File: src/hdl/twcs_pkg.sv
// constants and carrier types for the two-wire control and status block
package twcs_pkg;

   // --------------------------------------------------------------------
   // register byte offsets on the apb bus
   // --------------------------------------------------------------------
   localparam logic [7:0] CTRL_OFS = 8'h00;
   localparam logic [7:0] STAT_OFS = 8'h04;
   localparam logic [7:0] TXD_OFS = 8'h08;
   localparam logic [7:0] RXD_OFS = 8'h0c;
   localparam logic [7:0] SADDR_OFS = 8'h10;
   localparam logic [7:0] BAUD_OFS = 8'h14;

   // --------------------------------------------------------------------
   // bus_control field positions
   // --------------------------------------------------------------------
   localparam int C_EN = 15;
   localparam int C_SIDL = 13;
   localparam int C_CLKREL = 12;
   localparam int C_IPMI = 11;
   localparam int C_TENBIT = 10;
   localparam int C_SLEW = 9;
   localparam int C_SMB = 8;
   localparam int C_GENCALL = 7;
   localparam int C_STRETCH = 6;
   localparam int C_ACKVAL = 5;
   localparam int C_ACKGO = 4;
   localparam int C_RXGO = 3;
   localparam int C_STOPGO = 2;
   localparam int C_RESTART = 1;
   localparam int C_STARTGO = 0;
   localparam int C_REQ_N = 5;
   localparam logic [15:0] CTRL_RST = 16'h1000;
   localparam logic [15:0] CTRL_MASK = 16'hbfff;

   // --------------------------------------------------------------------
   // bus_status field positions
   // --------------------------------------------------------------------
   localparam int S_ACKRX = 15;
   localparam int S_MTXACT = 14;
   localparam int S_BUSCOL = 10;
   localparam int S_GCSEEN = 9;
   localparam int S_TENMATCH = 8;
   localparam int S_WRCOL = 7;
   localparam int S_OV = 6;
   localparam int S_DA = 5;
   localparam int S_STOP = 4;
   localparam int S_START = 3;
   localparam int S_RW = 2;
   localparam int S_RXFULL = 1;
   localparam int S_TXFULL = 0;

   // --------------------------------------------------------------------
   // address matching constants
   // --------------------------------------------------------------------
   localparam logic [7:0] GC_ADDR = 8'h00;
   localparam logic [4:0] TENBIT_HDR = 5'h1e;

   // events reported by the serial engine, each a one-cycle pulse except busy/idleMode
   typedef struct packed {
      logic startSeen;
      logic stopSeen;
      logic rxValid;
      logic rxIsAddr;
      logic addrFirst;
      logic addrSecond;
      logic mtxBegin;
      logic ackDone;
      logic ackBit;
      logic collision;
      logic slvTxBegin;
      logic slvRxEnd;
      logic txDone;
      logic [C_REQ_N-1:0] seqDone;
      logic busy;
      logic idleMode;
   } twcs_evt_t;

   // settings handed to the serial engine and pin mux
   typedef struct packed {
      logic pinsOwned;
      logic run;
      logic holdClockLow;
      logic slewOff;
      logic smbusLevels;
      logic ackValue;
      logic [C_REQ_N-1:0] reqGo;
   } twcs_ctl_t;

endpackage : twcs_pkg

File: src/hdl/twcs_ctrl_status.sv
// apb register block holding control, status and buffers of the two-wire port
`timescale 1ns/10ps
// What this block does
// - module_enable hands the data and clock pins to the serial port.
// - idle_stop halts the module while the device is idle.
// - with stretching on, clock_release is read/write; hardware clears on slave tx/rx.
// - with stretching off, software may only set clock_release; slave tx clears it.
// - accept_all_addresses acknowledges every incoming address.
// - ten_bit_address_mode selects 10-bit or 7-bit slave address matching.
// - general call interrupt only when general_call_enable set and module enabled.
// - ack_sequence_go sends ack_value as acknowledge; cleared when sequence ends.
// - master_receive_go receives one byte; cleared after the eighth bit.
// - start, restart and stop requests cleared when their sequence completes.
// - ack_received_status takes the slave acknowledge bit at its end.
// - master_tx_active set at transmit start, cleared after slave acknowledge.
// - bus_collision set on collision; software may only clear it.
// - general_call_seen set on general call address, cleared on stop.
// - ten_bit_matched set on matching second address byte, cleared on stop.
// - transmit write while busy is dropped and sets tx_write_collision.
// - byte arriving with receive buffer full sets rx_overflow.
// - data_or_addr_flag cleared on address match, set on data byte.
// - start and stop flags show only the last detected condition.
// - read_write_dir takes the direction bit of the matched address.
// - rx_buffer_full set on buffer load, cleared when software reads it.
// - tx_buffer_full set on transmit write, cleared when transmission completes.
// - complete byte moves into receive buffer, when it is not full, and raises an interrupt pulse.
// - baud_reload supplies the reload value of the bus clock counter.
module twcs_ctrl_status #(
   parameter int BAUD_W = 16
) (
   // clock and reset
   input wire logic clk,
   input wire logic arst_n,
   // apb slave
   input wire logic psel,
   input wire logic penable,
   input wire logic pwrite,
   input wire logic [7:0] paddr,
   input wire logic [31:0] pwdata,
   output logic [31:0] prdata,
   output logic pready,
   output logic pslverr,
   // serial engine side
   input twcs_pkg::twcs_evt_t evt,
   input wire logic [7:0] rxByte,
   output twcs_pkg::twcs_ctl_t ctl,
   output logic [7:0] txData,
   output logic txFull,
   output logic [BAUD_W-1:0] baudReload,
   output logic [9:0] slaveAddr,
   // event pulses to the interrupt fabric and engine
   output logic addrAck,
   output logic genCallIrq,
   output logic rxIrq
);
   import twcs_pkg::*;

   // --------------------------------------------------------------------
   // registers
   // --------------------------------------------------------------------
   logic [15:0] ctrl_reg, ctrl_next;
   logic [31:0] rdata_reg;
   logic ready_reg, err_reg, run_reg;
   logic [7:0] txd_reg, rxd_reg;
   logic [9:0] saddr_reg;
   logic [BAUD_W-1:0] baud_reg;
   logic ack_received_status_reg, master_tx_active_reg, busColl_reg, general_call_seen_reg, tenMatch_reg, wrColl_reg;
   logic ov_reg, da_reg, stop_reg, start_reg, rw_reg, rxFull_reg, txFull_reg;
   logic hdrSeen_reg, addrAck_reg, gcIrq_reg, rxIrq_reg;

   // --------------------------------------------------------------------
   // apb decode
   // --------------------------------------------------------------------
   wire setupPh = psel & ~penable;
   wire accessPh = psel & penable & ready_reg;
   wire wrEn = accessPh & pwrite;
   wire rdEn = accessPh & ~pwrite;
   wire selCtrl = (paddr == CTRL_OFS);
   wire selStat = (paddr == STAT_OFS);
   wire selTxd = (paddr == TXD_OFS);
   wire selRxd = (paddr == RXD_OFS);
   wire selSaddr = (paddr == SADDR_OFS);
   wire selBaud = (paddr == BAUD_OFS);
   wire mapped = selCtrl | selStat | selTxd | selRxd | selSaddr | selBaud;
   wire ctrlWr = wrEn & selCtrl;
   wire statWr = wrEn & selStat;
   wire txWr = wrEn & selTxd;
   wire rxRd = rdEn & selRxd;

   wire [15:0] statVec = {ack_received_status_reg, master_tx_active_reg, 3'h0, busColl_reg, general_call_seen_reg,
                          tenMatch_reg, wrColl_reg, ov_reg, da_reg, stop_reg, start_reg,
                          rw_reg, rxFull_reg, txFull_reg};
   // read data is latched in the setup phase so the bus sees no wait state
   wire [31:0] rdMux = selCtrl ? {16'h0, ctrl_reg} :
                       selStat ? {16'h0, statVec} :
                       selTxd ? {24'h0, txd_reg} :
                       selRxd ? {24'h0, rxd_reg} :
                       selSaddr ? {22'h0, saddr_reg} :
                       selBaud ? {{(32 - BAUD_W){1'b0}}, baud_reg} : 32'h0;

   // --------------------------------------------------------------------
   // slave address matching
   // --------------------------------------------------------------------
   wire enOn = ctrl_reg[C_EN];
   wire tenBit = ctrl_reg[C_TENBIT];
   wire gcHit = evt.addrFirst & (rxByte == GC_ADDR) & ctrl_reg[C_GENCALL];
   wire hit7 = evt.addrFirst & ~tenBit & (rxByte[7:1] == saddr_reg[6:0]);
   wire hitHdr = evt.addrFirst & tenBit & (rxByte[7:3] == TENBIT_HDR)
                 & (rxByte[2:1] == saddr_reg[9:8]);
   wire hit2 = evt.addrSecond & tenBit & hdrSeen_reg & (rxByte == saddr_reg[7:0]);
   wire firstHit = evt.addrFirst & (ctrl_reg[C_IPMI] | hit7 | hitHdr | gcHit);
   wire matchAck = firstHit | hit2 | (evt.addrSecond & ctrl_reg[C_IPMI]);

   // --------------------------------------------------------------------
   // receive and transmit path decisions
   // --------------------------------------------------------------------
   wire rxLoad = evt.rxValid & ~rxFull_reg;
   wire rxOver = evt.rxValid & rxFull_reg;
   wire txTake = txWr & ~evt.busy;
   wire txColl = txWr & evt.busy;

   // clock_release: software release wins over a hardware hold in the same cycle
   // the stretch mode in force before the write decides whether a zero holds the clock
   wire swRel = ctrlWr & pwdata[C_CLKREL];
   wire swHold = ctrlWr & ~pwdata[C_CLKREL] & ctrl_reg[C_STRETCH];
   wire hwHold = evt.slvTxBegin | (evt.slvRxEnd & ctrl_reg[C_STRETCH]);

   // --------------------------------------------------------------------
   // control register next value
   // --------------------------------------------------------------------
   always_comb begin
      ctrl_next = ctrl_reg;
      if (ctrlWr) begin
         ctrl_next = pwdata[15:0] & CTRL_MASK;
         ctrl_next[C_CLKREL] = ctrl_reg[C_CLKREL];
      end
      if (swRel) begin
         ctrl_next[C_CLKREL] = 1'b1;
      end else if (swHold | hwHold) begin
         ctrl_next[C_CLKREL] = 1'b0;
      end
   end

   // request bits clear themselves when the engine reports the sequence done;
   // a fresh write of one in that cycle starts a new request and is kept
   logic [C_REQ_N-1:0] reqNext;
   genvar gi;
   generate
      for (gi = 0; gi < C_REQ_N; gi++) begin : g_req
         assign reqNext[gi] = ctrlWr ? pwdata[gi] :
                              (ctrl_reg[gi] & ~evt.seqDone[gi]);
      end
   endgenerate

   // --------------------------------------------------------------------
   // apb answer and control storage
   // --------------------------------------------------------------------
   always_ff @(posedge clk or negedge arst_n) begin
      if (!arst_n) begin
         ready_reg <= 1'b0;
         err_reg <= 1'b0;
         rdata_reg <= 32'h0;
         ctrl_reg <= CTRL_RST;
         run_reg <= 1'b0;
      end else begin
         ready_reg <= setupPh;
         err_reg <= setupPh & ~mapped;
         rdata_reg <= setupPh ? rdMux : 32'h0;
         ctrl_reg <= {ctrl_next[15:C_REQ_N], reqNext};
         run_reg <= ctrl_next[C_EN] & ~(ctrl_next[C_SIDL] & evt.idleMode);
      end
   end

   // address and baud reload registers, plain software storage
   always_ff @(posedge clk or negedge arst_n) begin
      if (!arst_n) begin
         saddr_reg <= 10'h0;
         baud_reg <= '0;
      end else begin
         if (wrEn & selSaddr) saddr_reg <= pwdata[9:0];
         if (wrEn & selBaud) baud_reg <= pwdata[BAUD_W-1:0];
      end
   end

   // --------------------------------------------------------------------
   // data buffers
   // --------------------------------------------------------------------
   always_ff @(posedge clk or negedge arst_n) begin
      if (!arst_n) begin
         txd_reg <= 8'h0;
         rxd_reg <= 8'h0;
         txFull_reg <= 1'b0;
         rxFull_reg <= 1'b0;
      end else begin
         if (txTake) txd_reg <= pwdata[7:0];
         if (rxLoad) rxd_reg <= rxByte;
         txFull_reg <= txTake | (txFull_reg & ~evt.txDone);
         rxFull_reg <= rxLoad | (rxFull_reg & ~rxRd);
      end
   end

   // --------------------------------------------------------------------
   // clear-only error flags: hardware set wins over a software clear
   // --------------------------------------------------------------------
   always_ff @(posedge clk or negedge arst_n) begin
      if (!arst_n) begin
         busColl_reg <= 1'b0;
         wrColl_reg <= 1'b0;
         ov_reg <= 1'b0;
      end else begin
         busColl_reg <= evt.collision | (busColl_reg & ~(statWr & ~pwdata[S_BUSCOL]));
         wrColl_reg <= txColl | (wrColl_reg & ~(statWr & ~pwdata[S_WRCOL]));
         ov_reg <= rxOver | (ov_reg & ~(statWr & ~pwdata[S_OV]));
      end
   end

   // --------------------------------------------------------------------
   // master transmit status
   // --------------------------------------------------------------------
   always_ff @(posedge clk or negedge arst_n) begin
      if (!arst_n) begin
         ack_received_status_reg <= 1'b0;
         master_tx_active_reg <= 1'b0;
      end else begin
         if (evt.ackDone) ack_received_status_reg <= evt.ackBit;
         master_tx_active_reg <= evt.mtxBegin | (master_tx_active_reg & ~evt.ackDone);
      end
   end

   // --------------------------------------------------------------------
   // slave addressing status and bus condition flags
   // --------------------------------------------------------------------
   always_ff @(posedge clk or negedge arst_n) begin
      if (!arst_n) begin
         general_call_seen_reg <= 1'b0;
         tenMatch_reg <= 1'b0;
         da_reg <= 1'b0;
         rw_reg <= 1'b0;
         start_reg <= 1'b0;
         stop_reg <= 1'b0;
         hdrSeen_reg <= 1'b0;
      end else begin
         general_call_seen_reg <= gcHit | (general_call_seen_reg & ~evt.stopSeen);
         tenMatch_reg <= hit2 | (tenMatch_reg & ~evt.stopSeen);
         if (matchAck) begin
            da_reg <= 1'b0;
         end else if (evt.rxValid & ~evt.rxIsAddr) begin
            da_reg <= 1'b1;
         end
         if (firstHit) rw_reg <= rxByte[0];
         if (evt.startSeen) begin
            start_reg <= 1'b1;
            stop_reg <= 1'b0;
         end else if (evt.stopSeen) begin
            start_reg <= 1'b0;
            stop_reg <= 1'b1;
         end
         // the header byte must be seen before the second byte can match
         if (evt.addrFirst | evt.stopSeen) hdrSeen_reg <= hitHdr;
      end
   end

   // --------------------------------------------------------------------
   // one-cycle event pulses
   // --------------------------------------------------------------------
   always_ff @(posedge clk or negedge arst_n) begin
      if (!arst_n) begin
         addrAck_reg <= 1'b0;
         gcIrq_reg <= 1'b0;
         rxIrq_reg <= 1'b0;
      end else begin
         addrAck_reg <= matchAck & enOn;
         gcIrq_reg <= gcHit & enOn;
         rxIrq_reg <= rxLoad;
      end
   end

   // --------------------------------------------------------------------
   // outputs
   // --------------------------------------------------------------------
   assign prdata = rdata_reg;
   assign pready = ready_reg;
   assign pslverr = err_reg;
   assign txData = txd_reg;
   assign txFull = txFull_reg;
   assign baudReload = baud_reg;
   assign slaveAddr = saddr_reg;
   assign addrAck = addrAck_reg;
   assign genCallIrq = gcIrq_reg;
   assign rxIrq = rxIrq_reg;
   // pins are owned whenever the enable bit is set
   assign ctl.pinsOwned = ctrl_reg[C_EN];
   assign ctl.run = run_reg;
   assign ctl.holdClockLow = ~ctrl_reg[C_CLKREL];
   assign ctl.slewOff = ctrl_reg[C_SLEW];
   assign ctl.smbusLevels = ctrl_reg[C_SMB];
   assign ctl.ackValue = ctrl_reg[C_ACKVAL];
   assign ctl.reqGo = ctrl_reg[C_REQ_N-1:0];
endmodule : twcs_ctrl_status

File: config.mk
export PLATFORM = sky130hd
export DESIGN_NAME = twcs_ctrl_status
export DESIGN_NICKNAME = d
export VERILOG_FILES = /design/src/hdl/twcs_pkg.sv /design/src/hdl/twcs_ctrl_status.sv
export SDC_FILE = /design/constraint.sdc
export NUM_CORES = 1
export LEC_CHECK = 0
export ABC_AREA = 1
export ABC_CLOCK_PERIOD_IN_PS = 1510
export BUFFER_PORTS_ARGS = -buffer_cell sky130_fd_sc_hd__buf_2
export CAP_MARGIN = 20
export CORE_MARGIN = 10
export CORE_UTILIZATION = 40
export CTS_CLUSTER_SIZE = 40
export DETAILED_ROUTE_END_ITERATION = 6
export PLACE_DENSITY = 0.66
export SYNTH_ARGS = -nofsm -noshare
export SYNTH_HDL_FRONTEND = slang
export SYNTH_SLANG_ARGS = --single-unit
File: constraint.sdc
create_clock -name clk -period 1.51 [get_ports clk]
set_input_delay 0.0755 -clock clk [delete_from_list [all_inputs] [get_ports clk]]
set_output_delay 0.0755 -clock clk [all_outputs]
set_load 0.005 [all_outputs]
==> impl_metrics.csv <==
group,metric,value,unit
power,clockPowerShare,42.5,%
power,power_switching,1.23,mW
placed_design,place_inst,821,
job,maxCapViolations,0,
timing,finalCriticalPeriod,1.35,ns
placed_design,dpl_cell_area,5400,µm²
critical_path,reg2reg_setup_slack,0.16,ns
power,p_sw_share,24.0,%
route,wirelength,15.0,mm
critical_path,worstSetupPathType,"reg -> reg",
min_path,hp-class,"in -> reg",
clocking,clockBufferDepth,2,
placed_design,dp_hpwl,11.5,mm
route,ant_nets,0,
critical_path,cp.required,1.73,ns
route,viasPerCell,5.04,
route,drt-met1-wl,6.46,mm
clocking,path_clk_slew,0.07,ns
timing,drv_slew,0,
timing,grt_setup_unrepaired,"false",
global_route,grt_pass1_wl,23.7,mm
timing,period_share,89.7,%
yosys,synthCells,559,
critical_path,worstSetupStartpointType,"flip-flop",
power,pwr-share-comb,7.9,%
clocking,ctsRootBufferMaster,"clkbuf_16",
critical_path,path_max_fanout,18,
power,pwr_density_cell,874,nW/µm²
critical_path,cp.arrival,1.57,ns
critical_path,setup.worst_path.end_class,"flip-flop",
yosys,synth_ff_type,"dfrtp_1",
power,pwr-share-seq,49.6,%
yosys,ys_ff_latch,93,
critical_path,rr_worst_depth,7,
timing,tns,0,ns
route,drtIter0Drc,433,
power,peakVddDrop,0.000569,V
yosys,async_flop_share,100,%
global_route,overflow,0,
global_route,grt_max_degree,30,
critical_path,cp_common_cell,"buf_4",
floorplanning,die_y,127,µm
clocking,cts_buffers,9,
placed_design,io_buffers,123,
layout,num_antenna_cells,0,
min_path,hold_depth,4,
power,leakagePower,3.08,nW
timing,fmax,738,MHz
layout,area_growth_syn_to_layout,27.8,%
layout,fin_area,5880,µm²
timing,worst_clock_skew,0.00857,ns
layout,drive_gt1_share,26.5,%
layout,fin_cells,856,
floorplanning,row_count,39,
floorplanning,start_util,40.6,%
route,maxUsedRoutingLayer,"met4",
critical_path,crit_slowest_cell,"dfrtp_1",
floorplanning,fp.dieW,127,µm
floorplanning,core,11300,µm²
yosys,synth.distinct_cells,36,
clocking,cts_sinks,93,
global_route,grt_pass1_vias,4365,
route,routed-wl-met2,7.13,mm
yosys,ys_seq_area_share,50.6,%
global_route,grt_usage,18.4,%
critical_path,max_stage_delay,0.34,ns
route,route.detailed.drc,0,
yosys,synth_area_per_cell,8.23,µm²
route,post_drt_wl_per_cell,17.5,µm
clocking,clock_latency,0.34,ns
timing,setup_viol,0,
placed_design,gp_congestion,0.933,
critical_path,crit_chain,"nand4_1 > buf_4 > nor2_4 > inv_2 > buf_4 > nand3b_1 > o21ai_0",
layout,fin_nets,781,
clocking,cts_tree,"done",
power,internal_power,3.91,mW
yosys,yosysWarningCount,0,
timing,timing.final.hold_violations,0,
status,outcome,"complete, no violations",
global_route,grt_antenna_before_repair,0,
route,firstDrtPassIters,5,
yosys,synth_edf_count,0,
clocking,cts_max_level,3,
route,vias,4312,
yosys,synth_area,4600,µm²
floorplanning,dieArea,16200,µm²
floorplanning,ios,156,
route,routed-wl-met3,1.05,mm
-- repair_timing --
| action | in CTS | in global routing |
|---|---|---|
| buffers inserted | 0 | 0 |
| endpoints found under the hold margin | 73 | 1 |
| setup endpoints to repair | 0 | 3 |
| hold buffers | 18 | 1 |
| gates resized for setup | 0 | 2 |
-- worst paths after layout --
path / startpoint / end
setup / recovery: pready / ctrl_reg[4]
hold / removal: evt[16] / da_reg
setup reg to reg: pready / ctrl_reg[4]
hold reg to reg: rxFull_reg / rxIrq
max in group asynchronous: arst_n / ctrl_reg[12]
min in group asynchronous: arst_n / ctrl_reg[1]
-- synth_stat cells, types with 3 or more instances --
cell type  instances  area share, %
nand2_2            5           0.68
o21ai_1           32            3.5
nor2_2             4           0.54
nand2_1          153             12
xnor2_1            4           0.76
inv_2              7           0.57
a21oi_1           16            1.7
dfrtp_1           92             50
buf_4             29            4.7
a31oi_1            3           0.41
o21ai_0           43            4.7
nand3b_1          10            1.6
clkbuf_1           4           0.33
o211ai_1           5           0.82
nand4_1            4           0.54
nand3_1           16            1.7
mux2_1             5            1.2
buf_2              6           0.65
inv_1             61            5.0
nor2_4             4           0.98
nor2_1            38            3.1
-- power groups by stage --
stage               Sequential, mW  Combinational, mW  Clock, mW
finish                        2.55              0.408       2.18
global route                  2.55              0.457       2.35
CTS                           2.55              0.404       2.22
detailed placement            2.59              0.364          0
global placement              2.59              0.358          0
floorplan                     2.59              0.178          0
-- cell families (layout without fill, tap and decap cells) --
| family | after synthesis | count (layout) | synth area share [%] |
|---|---|---|---|
| compound gates | 106 | 106 | 12.6 |
| xor+xnor | 4 | 4 | 0.761 |
| buf+inv | 109 | 248 | 11.6 |
| flops | 93 | 93 | 50.6 |
| mux | 6 | 6 | 1.47 |
| other cells | 1 | 16 | 0.0815 |
| simple gates | 240 | 240 | 22.9 |
-- cell usage in the layout (no fill, tap or decap), types with 7 or more instances in the layout --
cell           synthesis  final
dlygate4sd3_1          0     19
o21ai_1               32     32
buf_4                 29     17
buf_2                  6    122
o21ai_0               43     43
nand2_1              153    153
dfrtp_1               92     90
clkbuf_16              0      9
a21oi_1               16     16
nor2_1                38     38
conb_1                 1     16
nand3_1               16     16
inv_2                  7      7
nand3b_1              10     10
inv_1                 61     61
-- layout make-up --
| cell class | instances | area, µm² |
|---|---|---|
| fill | 1093 | 5440 |
| clock buffer | 12 | 256 |
| clock inverter | 4 | 30.0 |
| multi-input combinational | 372 | 1800 |
| inverter | 69 | 259 |
| timing repair buffer | 163 | 1030 |
| tap | 143 | 179 |
| sequential | 93 | 2330 |
-- worst max-delay path, delay by kind of cell (launching register included) --
kind | cells | cell delay, ns
compound gates | 1 | 0.09
simple gates | 3 | 0.34
flops | 1 | 0.34
buf+inv | 3 | 0.46
-- through the flow --
stage	hold slack (ns)	total power [mW]	worst slack [ns]	util [%]
5_1_grt	0.00156	5.35	0.0368	51.9
2_1_floorplan	-0.220	2.76	0.210	-
3_3_place_gp	0.0266	2.95	0.0853	47.7
3_5_place_dp	0.0330	2.96	0.0714	47.7
6_report	0.00614	5.14	0.155	51.9
4_1_cts	0.000374	5.17	0.140	51.8
-- layer usage --
layer,up-vias,track usage [%]
li1,2043,-
met1,2046,24.3
met2,190,29.1
met3,33,3.89
met4,0,6.50
met5,-,0
(Power assumes the default switching activity.)
